`src/scfg_pkg.sv`:
```
// Purpose: Shared constants for the serial channel configuration registers
// Assumes: 16-bit frames, command byte first, MSB first
// Notes: Offsets and field positions of the two control registers
package scfg_pkg;
   // ==========================================
   // Frame layout
   localparam int FRAME_BITS = 16;
   localparam int OPC_HI = 15;
   localparam int OPC_LO = 14;
   localparam int ADDR_HI = 13;
   localparam int ADDR_LO = 8;
   localparam logic [1:0] OPC_WRITE = 2'h0;
   // ==========================================
   // Register offsets
   localparam logic [5:0] ADDR_TWO_FIVE = 6'h01;
   localparam logic [5:0] ADDR_ONE_FOUR = 6'h02;
   localparam int REG_COUNT = 2;
   // ==========================================
   // Field positions
   localparam int PUMP_BIT = 7;
   localparam int HI_CH_HI = 6;
   localparam int HI_CH_LO = 4;
   localparam int BRIDGE_BIT = 3;
   localparam int LO_CH_HI = 2;
   localparam int LO_CH_LO = 0;
   // ==========================================
   // Reset values: pump kept on
   localparam logic [7:0] RST_TWO_FIVE = 8'h80;
   localparam logic [7:0] RST_ONE_FOUR = 8'h00;
   // ==========================================
   // Channel codes
   localparam logic [2:0] CODE_OFF = 3'h0;
   localparam logic [2:0] CODE_ON_FAST = 3'h1;
   localparam logic [2:0] CODE_ON_SLOW = 3'h2;
   localparam logic [2:0] CODE_ON_RECOV = 3'h3;
   localparam logic [2:0] CODE_PWM_FAST = 3'h5;
   localparam logic [2:0] CODE_PWM_SLOW = 3'h6;
   localparam logic [2:0] CODE_OFF_OL = 3'h7;
   typedef enum logic [1:0] {scfg_idle, scfg_shift, scfg_done} scfg_state_t;
endpackage

```
`src/scfg_chan_decode.sv`:
```
// Purpose: Decode one 3-bit channel configuration code
// Assumes: Codes as in the package
// Notes: Registered outputs
`timescale 1ns/100ps
module scfg_chan_decode (
   // Clock and reset
   input wire logic ref_clk,
   input wire logic rst,
   // Code and result
   input wire logic [2:0] code,
   output logic on,
   output logic pwm,
   output logic slow_slew,
   output logic recovery,
   output logic offstate_ol_en
);
   import scfg_pkg::*;
   logic next_on, next_pwm, next_slow, next_rec, next_ol;
   always_comb begin
      next_on = 1'b0;
      next_pwm = 1'b0;
      next_slow = 1'b0;
      next_rec = 1'b0;
      next_ol = 1'b0;
      unique case (code)
         CODE_OFF: next_ol = 1'b0;
         CODE_ON_FAST: next_on = 1'b1;
         CODE_ON_SLOW: begin
            next_on = 1'b1;
            next_slow = 1'b1;
         end
         CODE_ON_RECOV: begin
            next_on = 1'b1;
            next_slow = 1'b1;
            next_rec = 1'b1;
         end
         CODE_PWM_FAST: next_pwm = 1'b1;
         CODE_PWM_SLOW: begin
            next_pwm = 1'b1;
            next_slow = 1'b1;
            next_ol = 1'b1;
         end
         CODE_OFF_OL: begin
            next_slow = 1'b1;
            next_ol = 1'b1;
         end
         default: next_on = 1'b0;
      endcase
   end
   always_ff @(posedge ref_clk or posedge rst) begin
      if (rst) begin
         on <= 1'b0;
         pwm <= 1'b0;
         slow_slew <= 1'b0;
         recovery <= 1'b0;
         offstate_ol_en <= 1'b0;
      end else begin
         on <= next_on;
         pwm <= next_pwm;
         slow_slew <= next_slow;
         recovery <= next_rec;
         offstate_ol_en <= next_ol;
      end
   end
endmodule

```
`src/scfg_regs.sv`:
```
// Purpose: Serial write frames into two channel configuration registers
// Assumes: Serial pins synchronous to ref_clk
// Notes: Writes commit on chip select release after exactly 16 bits
// ==========================================
// Notes on behaviour
// - A write is a command byte (opcode in top two bits, address below) then a data byte.
// - Opcode zero with address two stores the data byte in the channel one/four register.
// - Opcode zero with address one stores the data byte in the channel two/five register.
// - The one/four register holds pump disable, channel four, bridge one/four, channel one.
// - The two/five register holds pump keep, channel five, bridge two/five, channel two.
// - The pump runs with keep at one and disable at zero, which are the reset values.
// - Code 001b turns a channel on, fast slew, no PWM, no recovery.
// - Code 010b turns a channel on, slow slew, no PWM, no recovery.
// - Code 000b keeps a channel off with off-state open-load check disabled.
// - Code 111b keeps a channel off with off-state open-load check enabled.
// - A bridge bit at one pairs its two channels, at zero it does not.
// - Bridged channel five off with check on and channel one on does not flag a pulled-up drain.
// - In that setting channel five is flagged when its drain stays below the threshold.
// - When both channels of a bridged pair are asked on, channel one or two wins and channel four or five stays off.
// - The pump stops only when keep is clear and disable is set together.
`timescale 1ns/100ps
module scfg_regs (
   // Clock and reset
   input wire logic ref_clk,
   input wire logic rst,
   // Serial port
   input wire logic cs_n,
   input wire logic sclk,
   input wire logic sdi,
   // Drain sense of channel five
   input wire logic drain_five_low,
   // Register contents
   output logic [7:0] channel_two_five_config,
   output logic [7:0] channel_one_four_config,
   // Channel drive
   output logic [5:0] chan_on,
   output logic [5:0] chan_pwm,
   output logic [5:0] chan_slow_slew,
   output logic [5:0] chan_recovery,
   output logic [5:0] chan_offstate_ol_en,
   output logic bridge_one_four,
   output logic bridge_two_five,
   output logic pump_run,
   output logic open_load_five
);
   import scfg_pkg::*;
   // ==========================================
   // Serial shift
   scfg_state_t state, next_state;
   logic [15:0] shreg, next_shreg;
   logic [4:0] bitcnt, next_bitcnt;
   logic sclk_d, next_sclk_d;
   logic [7:0] next_two_five, next_one_four;
   logic sclk_rise;
   assign sclk_rise = sclk & ~sclk_d;
   always_comb begin
      next_state = state;
      next_shreg = shreg;
      next_bitcnt = bitcnt;
      next_sclk_d = sclk;
      next_two_five = channel_two_five_config;
      next_one_four = channel_one_four_config;
      unique case (state)
         scfg_idle: begin
            if (!cs_n) begin
               next_state = scfg_shift;
               next_bitcnt = 5'h00;
            end
         end
         scfg_shift: begin
            if (cs_n) begin
               next_state = scfg_done;
            end else if (sclk_rise) begin
               next_shreg = {shreg[14:0], sdi};
               if (bitcnt != 5'h1F) begin
                  next_bitcnt = bitcnt + 5'h01;
               end
            end
         end
         scfg_done: begin
            next_state = scfg_idle;
            if (bitcnt == 5'(FRAME_BITS) && shreg[OPC_HI:OPC_LO] == OPC_WRITE) begin
               if (shreg[ADDR_HI:ADDR_LO] == ADDR_TWO_FIVE) begin
                  next_two_five = shreg[7:0];
               end else if (shreg[ADDR_HI:ADDR_LO] == ADDR_ONE_FOUR) begin
                  next_one_four = shreg[7:0];
               end
            end
         end
         default: next_state = scfg_idle;
      endcase
   end
   always_ff @(posedge ref_clk or posedge rst) begin
      if (rst) begin
         state <= scfg_idle;
         shreg <= 16'h0000;
         bitcnt <= 5'h00;
         sclk_d <= 1'b0;
         channel_two_five_config <= RST_TWO_FIVE;
         channel_one_four_config <= RST_ONE_FOUR;
      end else begin
         state <= next_state;
         shreg <= next_shreg;
         bitcnt <= next_bitcnt;
         sclk_d <= next_sclk_d;
         channel_two_five_config <= next_two_five;
         channel_one_four_config <= next_one_four;
      end
   end
   // ==========================================
   // Channel decode, index 0 = channel one
   logic [2:0] codes [6];
   always_comb begin
      codes[0] = channel_one_four_config[LO_CH_HI:LO_CH_LO];
      codes[1] = channel_two_five_config[LO_CH_HI:LO_CH_LO];
      codes[2] = CODE_OFF;
      codes[3] = channel_one_four_config[HI_CH_HI:HI_CH_LO];
      codes[4] = channel_two_five_config[HI_CH_HI:HI_CH_LO];
      codes[5] = CODE_OFF;
   end
   logic [5:0] dec_on;
   genvar gi;
   generate
      for (gi = 0; gi < 6; gi++) begin : g_ch
         scfg_chan_decode u_dec (
            .ref_clk(ref_clk),
            .rst(rst),
            .code(codes[gi]),
            .on(dec_on[gi]),
            .pwm(chan_pwm[gi]),
            .slow_slew(chan_slow_slew[gi]),
            .recovery(chan_recovery[gi]),
            .offstate_ol_en(chan_offstate_ol_en[gi])
         );
      end
   endgenerate
   // ==========================================
   // Bridge, pump and open-load
   logic next_b14, next_b25, next_pump, next_ol5;
   logic [5:0] next_on;
   always_comb begin
      next_b14 = channel_one_four_config[BRIDGE_BIT];
      next_b25 = channel_two_five_config[BRIDGE_BIT];
      next_on = dec_on;
      if ((bridge_one_four || next_b14) && dec_on[0]) begin
         next_on[3] = 1'b0;
      end
      if ((bridge_two_five || next_b25) && dec_on[1]) begin
         next_on[4] = 1'b0;
      end
      next_pump = channel_two_five_config[PUMP_BIT] | ~channel_one_four_config[PUMP_BIT];
      next_ol5 = chan_offstate_ol_en[4] & ~chan_on[4] & drain_five_low;
   end
   always_ff @(posedge ref_clk or posedge rst) begin
      if (rst) begin
         bridge_one_four <= 1'b0;
         bridge_two_five <= 1'b0;
         chan_on <= 6'h00;
         pump_run <= 1'b1;
         open_load_five <= 1'b0;
      end else begin
         bridge_one_four <= next_b14;
         bridge_two_five <= next_b25;
         chan_on <= next_on;
         pump_run <= next_pump;
         open_load_five <= next_ol5;
      end
   end
endmodule

```
`config.mk`:
```
export PLATFORM = sky130hd
export DESIGN_NAME = scfg_regs
export DESIGN_NICKNAME = d
export VERILOG_FILES = /design/src/scfg_pkg.sv /design/src/scfg_chan_decode.sv /design/src/scfg_regs.sv
export SDC_FILE = /design/constraint.sdc
export NUM_CORES = 1
export LEC_CHECK = 0
export ABC_AREA = 0
export BUFFER_PORTS_ARGS = -buffer_cell sky130_fd_sc_hd__buf_2
export CORE_MARGIN = 4
export CORE_UTILIZATION = 30
export DETAILED_ROUTE_END_ITERATION = 10
export GPL_ROUTABILITY_DRIVEN = 0
export SYNTH_ARGS = -nofsm -noshare
export SYNTH_HDL_FRONTEND = slang
export SYNTH_SLANG_ARGS = --single-unit
```
`constraint.sdc`:
```
create_clock -name ref_clk -period 3 [get_ports ref_clk]
set_clock_uncertainty 0.15 [all_clocks]
set_input_delay 0.6 -clock ref_clk [delete_from_list [all_inputs] [get_ports ref_clk]]
set_output_delay 0.6 -clock ref_clk [all_outputs]
set_load 0.02 [all_outputs]
```
Yosys cells after proc, flatten, opt, wreduce, memory -nomap -nowiden
Cells that the tools add are included.
{"block": "classes", "add_sub_neg": 1, "mul": 0, "div_mod_pow": 0, "n_lt_le_gt_ge": 0, "n_eq_ne": 35, "n_shift": 0, "muxes": 30, "bitwise": 9, "reduce_logical": 29}
{"cell": "equality test 3 bit, second input constant", "count": 12}
{"cell": "equality test 3 x 2 -> 1 bit, second input constant", "count": 8}
{"cell": "2-to-1 mux 1 bit", "count": 22}
{"cell": "2-to-1 mux 5 bit", "count": 4}
{"cell": "OR reduction 2 bit", "count": 8}
{"cell": "OR reduction 4 bit", "count": 4}
{"cell": "equality test 3 x 1 -> 1 bit, second input constant", "count": 4}
{"cell": "OR reduction 3 bit", "count": 4}
{"cell": "!= test 2 bit, second input constant", "count": 5}
{"cell": "one-hot mux 5 bit (2 select lines)", "count": 1}
{"cell": "equality test 6 x 1 -> 1 bit, second input constant", "count": 1}
{"cell": "equality test 6 x 2 -> 1 bit, second input constant", "count": 1}
{"cell": "AND reduction 3 bit", "count": 2}
{"cell": "adder 5 x 1 -> 5 bit, second input constant", "count": 1}
{"cell": "equality test 5 bit, second input constant", "count": 1}
{"cell": "!= test 5 bit, second input constant", "count": 1}
{"cell": "NOT 1 bit", "count": 5}
{"cell": "AND reduction 5 bit", "count": 1}
{"cell": "zero test 2 bit", "count": 2}
{"cell": "2-to-1 mux 2 bit", "count": 2}
{"cell": "one-hot mux 2 bit (2 select lines)", "count": 1}
{"cell": "AND reduction 4 bit", "count": 1}
{"cell": "bitwise AND 1 bit", "count": 3}
{"cell": "logical AND 1 bit", "count": 3}
{"cell": "other kinds (6)", "count": 7}
{"block": "totals", "ff_bits": 68, "latchBits": 0, "mem_bits_rw": 0, "romBits": 0, "elab_cells": 135, "mem_count": 0}

Logic depth before layout (Yosys ltp)
Gate-level depths: netlist of the first run.
{"block": "logic_depth", "depth_word": 5, "mapped_depth": 6}

Hierarchy
From an unflattened synthesis of the first run, not the netlist that was laid out.
{"block": "hier_totals", "hier_cells": 217, "hier_area_um2": 3030.4}
{"mod": "scfg_regs", "instances": 1, "cells_per_inst": 133, "area_each_um2": 2009.4}
{"mod": "scfg_chan_decode", "instances": 6, "cells_per_inst": 14, "area_each_um2": 170.2}

Worst setup path before layout of the first run
Ideal clock, no wire load.
{"block": "synth_timing", "path_type": "register to register", "start": "register bitcnt[0]", "end": "register bitcnt[2]", "setup_ns": 0.127, "arrival_ns": 1.578, "required_ns": 2.723, "slack_ns": 1.145, "stages_incl_launch_ff": 7, "n_path_buf": 0, "synth_period_minus_slack_ns": 1.855, "path_cell_list": "dfrtp_1 > ha_1 > and3_2 > ha_1 > nor2_1 > a31oi_1 > a221o_2"}
{"block": "synth_via", "elab_chain_cells": 5, "elab_cells_between_ends": 8}
{"item": "from (decl)", "line": "scfg_regs.sv:51", "source": "logic [4:0] bitcnt, next_bitcnt;"}
{"item": "from (signal assigned)", "line": "scfg_regs.sv:104", "source": "bitcnt <= next_bitcnt;"}
{"item": "adder 5 x 1 -> 5 bit", "line": "scfg_regs.sv:76", "source": "next_bitcnt = bitcnt + 5'h01;"}
{"item": "2-to-1 mux 5 bit", "line": "scfg_regs.sv:75", "source": "if (bitcnt != 5'h1F) begin"}
{"item": "2-to-1 mux 5 bit", "line": "scfg_regs.sv:73", "source": "end else if (sclk_rise) begin"}
{"item": "2-to-1 mux 5 bit", "line": "scfg_regs.sv:71", "source": "if (cs_n) begin"}
{"item": "one-hot mux 5 bit (2 select lines)", "line": "scfg_regs.sv:63", "source": "unique case (state)"}
Parallel ways exist; a longest one is shown, timed or not. The select of a mux whose other input is x is not followed.
A chain may end at the register's enable or synchronous reset.

Worst setup path after layout of the first run
{"block": "layout_timing", "start": "register bitcnt[1]", "end": "register bitcnt[2]"}
The elaborated chain is that of the path after synthesis.

==> results of run 1 <==
metrics by stage:
stage                     utilization [%]  hold slack, ns  area [um^2]  instances
after global routing                 35.5           0.198         3300        379
after CTS                            35.5           0.181         3300        379
after detailed placement             33.2           0.205         3080        363
final                                35.5           0.165         3300        379
after floorplan                         -           0.198         2900        221
after global placement               33.2           0.216         3080        363
placed cells by master (no fill, tap or decap), types with 2 or more instances in the layout:
| cell | Yosys | final |
|---|---|---|
| and4bb_2 | 2 | 2 |
| and3b_1 | 2 | 2 |
| nand4_4 | 2 | 2 |
| buf_2 | 0 | 45 |
| conb_1 | 1 | 10 |
| inv_1 | 4 | 3 |
| and2_1 | 10 | 10 |
| bufinv_16 | 0 | 2 |
| nand4_1 | 2 | 2 |
| nor2_1 | 14 | 14 |
| ha_1 | 3 | 3 |
| dfstp_2 | 2 | 2 |
| clkbuf_8 | 0 | 9 |
| mux2_2 | 31 | 31 |
| clkinvlp_4 | 0 | 2 |
| dfrtp_1 | 66 | 66 |
| nand2_1 | 10 | 10 |
| xor2_1 | 4 | 4 |
| o21ai_0 | 3 | 3 |
area by class of cell:
| class | instances | area share, % |
|---|---|---|
| clock buffers | 10 | 3.87 |
| clock inverters | 6 | 2.70 |
| multi-input cells | 116 | 28.9 |
| flip-flops and latches | 68 | 51.7 |
| inverters | 4 | 0.456 |
| well taps | 129 | 4.90 |
| repair buffers | 46 | 7.44 |
cell families after synthesis:
family / Yosys count / synth area share [%]
DFF: 68 / 59.4
other: 1 / 0.131
and+or+nand+nor: 56 / 14.0
buffers and inverters: 37 / 8.51
AOI/OAI and AO/OA: 10 / 2.49
muxes: 33 / 12.9
xor gates and xnor gates: 4 / 1.22
adders and majority gates: 3 / 1.31
state kept, by name (all words and copies together), names as in the netlist:
signal and count:
shreg 16, channel_one_four_config 8, channel_two_five_config 8, bitcnt 5, chan_on 4, g_ch.u_dec.offstate_ol_en 4
g_ch.u_dec.on 4, g_ch.u_dec.pwm 4, g_ch.u_dec.recovery 4, g_ch.u_dec.slow_slew 4, state 2, bridge_one_four 1
bridge_two_five 1, open_load_five 1, pump_run 1, sclk_d 1
layer usage:
metal | track usage, % | up-vias | routed length, um
met3 | 4.10 | 2 | 289
met1 | 11.3 | 773 | 2060
li1 | - | 746 | -
met4 | 2.50 | 0 | 24
met5 | 0 | - | 0
met2 | 13.9 | 41 | 2210
worst register-to-register path: stages, from the launching register on:
cell     delay [ns]
dfrtp_1        0.43
ha_1           0.22
and3_2         0.21
ha_1           0.21
nor2_1         0.24
a31oi_1        0.12
a221o_2        0.30
report_power, final:
part | switching [uW] | internal, uW
Combinational | 77.7 | 64.1
Clock | 346 | 468
Sequential | 49.6 | 954
final timing paths:
| kind | startpoint | to | slack, ns |
|---|---|---|---|
| min in group ref_clk | g_ch[1].u_dec.on | chan_on[1] | 0.22 |
| setup / recovery | bitcnt[1] | bitcnt[2] | 1.01 |
| hold reg to reg | g_ch[1].u_dec.on | chan_on[1] | 0.22 |
| max in group asynchronous | rst | pump_run | 1.85 |
| hold / removal | rst | g_ch[0].u_dec.slow_slew | 0.16 |
| setup reg to reg | bitcnt[1] | bitcnt[2] | 1.01 |
==> impl_metrics.json, run 1 <==
{
  "synthFlopType": "dfrtp_1",
  "synth_edf_count": 0,
  "vias": 1562,
  "p_leak_uw": 0.00177,
  "setup_ws_ns": 1.01,
  "cp-end-kind": "flip-flop",
  "place_ws_ns": 0.991,
  "status": "finished, final reports clean",
  "cp-start-kind": "flip-flop",
  "start_util_pct": 30.9,
  "antenna_found_initial": 0,
  "slew_headroom_pct": 61.9,
  "rsz0062_at_grt": "no",
  "cts_tree": "done",
  "grt_pass1_vias": 1544,
  "synth_top_area_share_pct": 57.6,
  "wire_per_inst_um": 12.1,
  "post-route-min-period_ns": 1.99,
  "timing.final.crit_share_pct": 66.2,
  "clk_pin_slew_ns": 0.08,
  "fmax_mhz": 503,
  "hpwl_um": 3160,
  "multiInputGateArea_um2": 953,
  "die_y_um": 106,
  "yosys.cell_count.top_type": "dfrtp_1",
  "critical_path_required_ns": 3.06,
  "ys_warn_count": 0,
  "hold_path_class": "in2async",
  "ant_nets": 0,
  "arrival_ns": 2.05,
  "grt_use_total_pct": 8.98,
  "syn_inst": 212,
  "grt_first_pass_wirelength_um": 7850,
  "die_area_um2": 11200,
  "path_delay_family": "simple AND/OR/NAND/NOR gates",
  "seq_area_um2": 1700,
  "yosysUniqueCellTypes": 41,
  "netlist_area_um2": 2870,
  "yosysTopAreaCell": "dfrtp_1",
  "grt_max_degree": 42,
  "drive_gt1_share_pct": 43.2,
  "cp_cell_sequence": "ha_1, and3_2, ha_1, nor2_1, a31oi_1, a221o_2",
  "io_buffers": 45,
  "floorplan.rows": 35,
  "synth.area.top_cells": "dfrtp_1 58%, mux2_2 12%, buf_4 6.8%, and2_1 2.2%, dfstp_2 1.8%",
  "ctsHoldBuffers": 0,
  "avgSynthCellArea_um2": 13.5,
  "vias_per_cell": 4.12,
  "clkLatencyLatePin_ns": 0.33,
  "cts_max_level": 3,
  "postCtsResizedCells": 0,
  "drt-total-wl_um": 4580,
  "synth_seq_area_share_pct": 59.4,
  "total_power_uw": 1960,
  "synth-seq-cells": 68,
  "powerDensity_nw_per_um2": 594,
  "cpPeakStageDelay_ns": 0.43,
  "path_buf_inv": 0,
  "r2r_cells": 6,
  "hold_viol_final": 0,
  "drtIter0Drc": 40,
  "crit_type": "reg2reg",
  "syn_to_final_growth_pct": 14.9,
  "synth-async-reset-ratio_pct": 100,
  "root_buffer": "clkbuf_8",
  "crit_fanout": 5,
  "cts_made_buffers": 9,
  "cp_slowest_cell": "dfrtp_1",
  "path_common_cell": "ha_1",
  "nets": 254,
  "drv_slew": 0,
  "ctsLongestPathBuffers": 2,
  "clock_sinks": 68,
  "drtPass1Iterations": 4,
  "finalSetupViolCount": 0,
  "io_pins": 56,
  "worstMarginPinSlew_ns": 0.571,
  "cp.depth": 6,
  "fp.dieW_um": 106,
  "postCtsSetupRepairBufs": 0,
  "grt_overflow": 0,
  "antenna_cells": 0,
  "tns_ns": 0,
  "yosys-top-cells-count": "66 x dfrtp_1, 31 x mux2_2, 26 x buf_4",
  "drcViolationCount": 0,
  "coreArea_um2": 9280,
  "drv_cap": 0,
  "nFillCells": 952,
  "ir_worst_vdd_mv": 0.200
}
No activity file was read; power rests on OpenSTA's default activity.
==> run 2: changes to the inputs <==
- clock period: 3 -> 2 ns (I/O delays scaled with it)
==> run 2 against run 1 <==
Global-route usage up 0.065 points. Clock power up 87%. Sequential power up 49%. Die area unchanged. Critical path type unchanged.
==> impl_metrics.json, run 2 (synthesis results as in run 1) <==
{
  "fmax_mhz": 514,
  "stdcell_count": 382,
  "place_ws_ns": -0.0238,
  "arrival_ns": 2.02,
  "antenna_cells": 0,
  "cp-end-kind": "flip-flop",
  "tns_ns": 0,
  "vias": 1621,
  "vias_per_cell": 4.24,
  "ctsLongestPathBuffers": 2,
  "drive_gt1_share_pct": 45.1,
  "grt_pass1_vias": 1626,
  "rsz0062_at_grt": "yes",
  "hold_path_class": "in2reg",
  "ir_worst_vdd_mv": 0.324,
  "finalSetupViolCount": 0,
  "grt_overflow": 0,
  "setup_ws_ns": 0.0554,
  "final_area_um2": 3400,
  "p_leak_uw": 0.00182,
  "antenna_found_initial": 0,
  "drv_slew": 0,
  "clk_pin_slew_ns": 0.08,
  "hold_viol_final": 0,
  "drcViolationCount": 0,
  "crit_type": "reg2reg",
  "largestRegisters": "shreg (16), channel_one_four_config (8), channel_two_five_config (8)",
  "crit_fanout": 5,
  "largest_reg_flops": 16,
  "wire_per_inst_um": 12.4,
  "ant_nets": 0,
  "drt-total-wl_um": 4740,
  "largest_register": "shreg",
  "status": "finished, final reports clean",
  "drtPass1Iterations": 4,
  "die_area_um2": 11200,
  "cts_tree": "done",
  "critical_path_required_ns": 2.08,
  "grt_use_total_pct": 9.05,
  "timing.final.crit_share_pct": 97.2,
  "drv_cap": 0,
  "clock_sinks": 68,
  "clkLatencyLatePin_ns": 0.34,
  "post-route-min-period_ns": 1.94,
  "io_buffers": 45,
  "placed_cells": 365,
  "total_power_uw": 3260,
  "mostFrequentLayoutCells": "66 x dfrtp_1, 45 x buf_2, 31 x mux2_2",
  "coreArea_um2": 9280,
  "floorplan.rows": 35,
  "drtIter0Drc": 63,
  "start_util_pct": 30.9,
  "grt_max_degree": 65,
  "hpwl_um": 3160,
  "grt_first_pass_wirelength_um": 7970,
  "cts_made_buffers": 9,
  "cp-start-kind": "flip-flop",
  "powerDensity_nw_per_um2": 959,
  "die_y_um": 106,
  "root_buffer": "clkbuf_8",
  "fp.dieW_um": 106,
  "cts_max_level": 3,
  "syn_to_final_growth_pct": 18.4,
  "io_pins": 56,
  "mostFrequentLayoutCell": "dfrtp_1",
  "nets": 257,
  "dpl_cell_area_um2": 3100
}
## run 2: changes by cell type in the layout (fill, tap and decap cells not counted), sizes merged
cell	change
buf	+2
clkinv	-2
clkbuf	-1
inv	+1
dlygate4sd3	+1
bufinv	+2
## run 2: what timing repair did
action                                  4_1_cts  5_1_grt
gates resized for setup                       1        3
hold buffers                                  1        0
buffers inserted                              0        0
endpoints found under the setup margin        1        2
pin swaps                                     0        0
endpoints found under the hold margin         4        0
## run 2: where the power goes
part	leakage (uW)	internal (uW)	switching (uW)
combinational	0.000758	111	138
sequential	0.000930	1430	60.5
clock	0.000130	963	555
## run 2: final cells by class
type | instances | area [um^2]
Multi-Input combinational cell | 116 | 972
Clock buffer | 9 | 124
Timing Repair Buffer | 49 | 270
Sequential cell | 68 | 1700
Clock inverter | 7 | 145
Fill cell | 934 | 5890
Inverter | 4 | 18.8
Tap cell | 129 | 161
## run 2: layer usage
layer | global-route usage (%) | share of wire, % | vias to the layer above
met1 | 10.6 | 44 | 805
met2 | 14.3 | 47 | 51
met4 | 4.44 | 2.1 | 0
met5 | 0 | 0 | -
met3 | 3.74 | 7.0 | 8
li1 | - | - | 757
## run 2: final timing paths
kind	start	cells past startpoint	slack [ns]	to
max	bitcnt[0]	6	0.06	bitcnt[2]
min	sclk	1	0.04	sclk_d
max in group asynchronous	rst	4	0.76	pump_run
max reg2reg	bitcnt[0]	6	0.06	bitcnt[2]
min in group asynchronous	rst	3	0.35	g_ch[0].u_dec.slow_slew
min reg2reg	g_ch[1].u_dec.on	0	0.22	chan_on[1]
## run 2: per-stage QoR
| stage | utilization (%) | hold slack, ns |
|---|---|---|
| final | 36.6 | 0.0357 |
| after global routing | 36.6 | 0.0234 |
| after CTS | 36.4 | 0.0158 |
| after detailed placement | 33.4 | 0.167 |
| after global placement | 33.4 | 0.160 |
| after floorplan | - | 0.198 |
## run 2: worst max-delay path, cell delays in order (launching register included)
cell and delay, ns:
dfrtp_1 0.42, ha_1 0.24, and3_2 0.21, ha_1 0.25
nor2_4 0.15, a31oi_1 0.10, a221o_2 0.31
==> run 3: changes to the inputs <==
- SYNTH_HIERARCHICAL: not set -> 1
==> run 3 against run 2 <==
Core utilization up 1.8 points. Combinational power down 8.8%. Critical path depth down 1. Sequential share of layout area up 3.0 points. Highest routed layer unchanged. Worst hold slack worse by 0.0071 ns. Largest power group is now sequential cells. Critical path type unchanged. Total power down 6.3%. Cell count up 16%. Synthesized cell count up 2.4%.
==> impl_metrics.json, run 3 <==
{
  "status": "finished, final reports clean",
  "post-route-min-period_ns": 1.84,
  "grt_use_total_pct": 10.1,
  "fp.dieW_um": 109,
  "grt_pass1_vias": 1835,
  "tns_ns": 0,
  "antenna_found_initial": 0,
  "timing.final.crit_share_pct": 92.1,
  "cpPeakStageDelay_ns": 0.42,
  "ys_warn_count": 6,
  "hold_viol_final": 0,
  "yosys.cell_count.top_type": "dfrtp_1",
  "synth-async-reset-ratio_pct": 100,
  "p_clk_share_pct": 35.4,
  "rsz0062_at_grt": "no",
  "cts_tree": "done",
  "ctsLongestPathBuffers": 2,
  "synth_compound_area_share_pct": 1.61,
  "synth_edf_count": 0,
  "clkLatencyLatePin_ns": 0.34,
  "start_util_pct": 30.9,
  "drv_slew": 0,
  "hold_path_class": "in2reg",
  "synth-seq-cells": 80,
  "swShare_pct": 25.5,
  "io_pins": 56,
  "yosysUniqueCellTypes": 35,
  "yosysTopAreaCell": "dfrtp_1",
  "drcViolationCount": 0,
  "p_switching_uw": 777,
  "wire_per_inst_um": 12.3,
  "vias_per_cell": 4.14,
  "fmax_mhz": 543,
  "vias": 1836,
  "cts_made_buffers": 9,
  "grt_overflow": 0,
  "synth-xor-area-share_pct": 1.73,
  "ir_worst_vdd_mv": 0.266,
  "drv_cap": 0,
  "hpwl_um": 4010,
  "postCtsSetupRepairBufs": 0,
  "grt_first_pass_wirelength_um": 9290,
  "synth_top_area_share_pct": 64.4,
  "yosys.area_share.simple_pct": 14.7,
  "clock_sinks": 80,
  "mostFrequentLayoutCells": "78 x dfrtp_1, 55 x buf_2, 31 x mux2_2",
  "yosys-top-cells-count": "78 x dfrtp_1, 31 x mux2_2, 21 x nor2_1",
  "die_y_um": 109,
  "mostFrequentLayoutCell": "dfrtp_1",
  "cp_cell_sequence": "inv_1, ha_1, nor4b_4, nand4_4, mux2_1",
  "cp-start-kind": "flip-flop",
  "multiInputGateArea_um2": 1050,
  "coreArea_um2": 9820,
  "drtPass1Iterations": 4,
  "nets": 314,
  "stdcell_count": 443,
  "avgSynthCellArea_um2": 14.0,
  "cts_max_level": 3,
  "drt-total-wl_um": 5450,
  "cp_slowest_cell": "dfrtp_1",
  "clk_pin_slew_ns": 0.08,
  "synth.area.top_cells": "dfrtp_1 64%, mux2_2 12%, nor2_1 2.6%, and2_1 1.9%, dfstp_2 1.7%",
  "root_buffer": "clkbuf_8",
  "yosys.area_share.adder_pct": 1.24,
  "floorplan.rows": 36,
  "path_delay_family": "simple AND/OR/NAND/NOR gates",
  "io_buffers": 55,
  "synth_seq_area_share_pct": 66.1,
  "drtIter0Drc": 54,
  "power_frac_seq_pct": 57.1,
  "cp-end-kind": "flip-flop",
  "largest_register": "shreg",
  "antenna_cells": 0,
  "crit_fanout": 8,
  "path_buf_inv": 1,
  "synthFlopType": "dfrtp_1",
  "netlist_area_um2": 3030,
  "synthMuxAreaShare_pct": 12.2,
  "largest_reg_flops": 16,
  "p_leak_uw": 0.00207,
  "die_area_um2": 11800,
  "largestRegisters": "shreg (16), channel_one_four_config (8), channel_two_five_config (8)",
  "finalSetupViolCount": 0,
  "critical_path_required_ns": 2.08,
  "seq_area_um2": 2000,
  "arrival_ns": 1.92,
  "p_int_uw": 2280,
  "drive_gt1_share_pct": 40.0,
  "syn_to_final_growth_pct": 24.4,
  "placed_cells": 426,
  "ant_nets": 0,
  "powerDensity_nw_per_um2": 809,
  "power.share.combinational_pct": 7.4,
  "grt_max_degree": 29,
  "syn_inst": 217,
  "crit_type": "reg2reg",
  "synth_top_family_by_area": "simple AND/OR/NAND/NOR gates",
  "nFillCells": 987
}
run 3: changes by cell type in the layout (fill, tap and decap cells not counted), moves of 4 or more:
cell / before / now
dfrtp_1: 66 / 78
inv_1: 3 / 8
nor2_1: 13 / 21
and2_2: 0 / 6
bufinv_16: 4 / 0
conb_1: 10 / 24
buf_2: 45 / 55
nor2b_1: 0 / 4
run 3: repair_timing:
action                                 CTS  global route
hold buffers                             1             0
resized for setup                        0             1
endpoints found under the hold margin   36             0
setup endpoints to repair                0             3
run 3: worst paths after layout:
kind | depth (start not counted) | from | endpoint | slack (ns)
worst max-delay path | 5 | bitcnt[0] | channel_one_four_config[7] | 0.16
worst min-delay path | 1 | sclk | sclk_d | 0.03
worst max register to register | 5 | bitcnt[0] | channel_one_four_config[7] | 0.16
worst min register to register | 0 | g_ch[2].u_dec/on | chan_on[2] | 0.21
max in group asynchronous | 4 | rst | channel_two_five_config[7] | 0.72
min in group asynchronous | 3 | rst | g_ch[3].u_dec/on | 0.43
run 3: per-stage QoR:
| stage | hold WS [ns] | power, uW | setup WS, ns | cell area (um^2) | util [%] |
|---|---|---|---|---|---|
| floorplan | 0.0285 | 1930 | 0.236 | 3120 | - |
| detailed placement | 0.191 | 2000 | 0.0848 | 3570 | 36.4 |
| CTS | 0.0208 | 3090 | 0.0617 | 3770 | 38.4 |
| finish | 0.0286 | 3050 | 0.159 | 3770 | 38.4 |
| global placement | 0.183 | 2000 | 0.113 | 3570 | 36.4 |
| global route | 0.0265 | 3200 | 0.0404 | 3770 | 38.4 |
run 3: area by class of cell:
type / count / share of cell area (%)
sequential: 80 / 53.2
inverter: 9 / 0.896
clock inverter: 5 / 1.06
tap: 133 / 4.41
clock buffer: 11 / 3.75
timing repair buffer: 61 / 8.89
multi-input combinational: 144 / 27.8
run 3: kinds of logic after synthesis:
logic type,count (synthesis)
adder cells (fa/ha/maj),3
buffers and inverters,16
flip-flops,80
multiplexers,33
XOR/XNOR,6
other,1
AND/OR/NAND/NOR,71
AO/OA/AOI/OAI,7
run 3: power by group through the flow:
stage | clock network [uW] | registers (uW) | logic, uW
after floorplan | 0 | 1770 | 157
after global placement | 0 | 1770 | 223
after detailed placement | 0 | 1780 | 227
after CTS | 1120 | 1750 | 229
after global routing | 1180 | 1760 | 259
final | 1080 | 1740 | 227
run 3: worst register-to-register path, stage by stage (launching register included):
cell and delay, ns:
dfrtp_1 0.42, inv_1 0.12, ha_1 0.15, nor4b_4 0.31
nand4_4 0.23, mux2_1 0.36
run 3: metal layers:
| metal | track usage [%] | wire [um] | part of all wire [%] | up-vias |
|---|---|---|---|---|
| li1 | - | - | - | 871 |
| met1 | 12.4 | 2350 | 43 | 917 |
| met2 | 16.7 | 2710 | 50 | 38 |
| met3 | 1.97 | 258 | 4.7 | 10 |
| met4 | 5.68 | 131 | 2.4 | 0 |
| met5 | 0 | 0 | 0 | - |
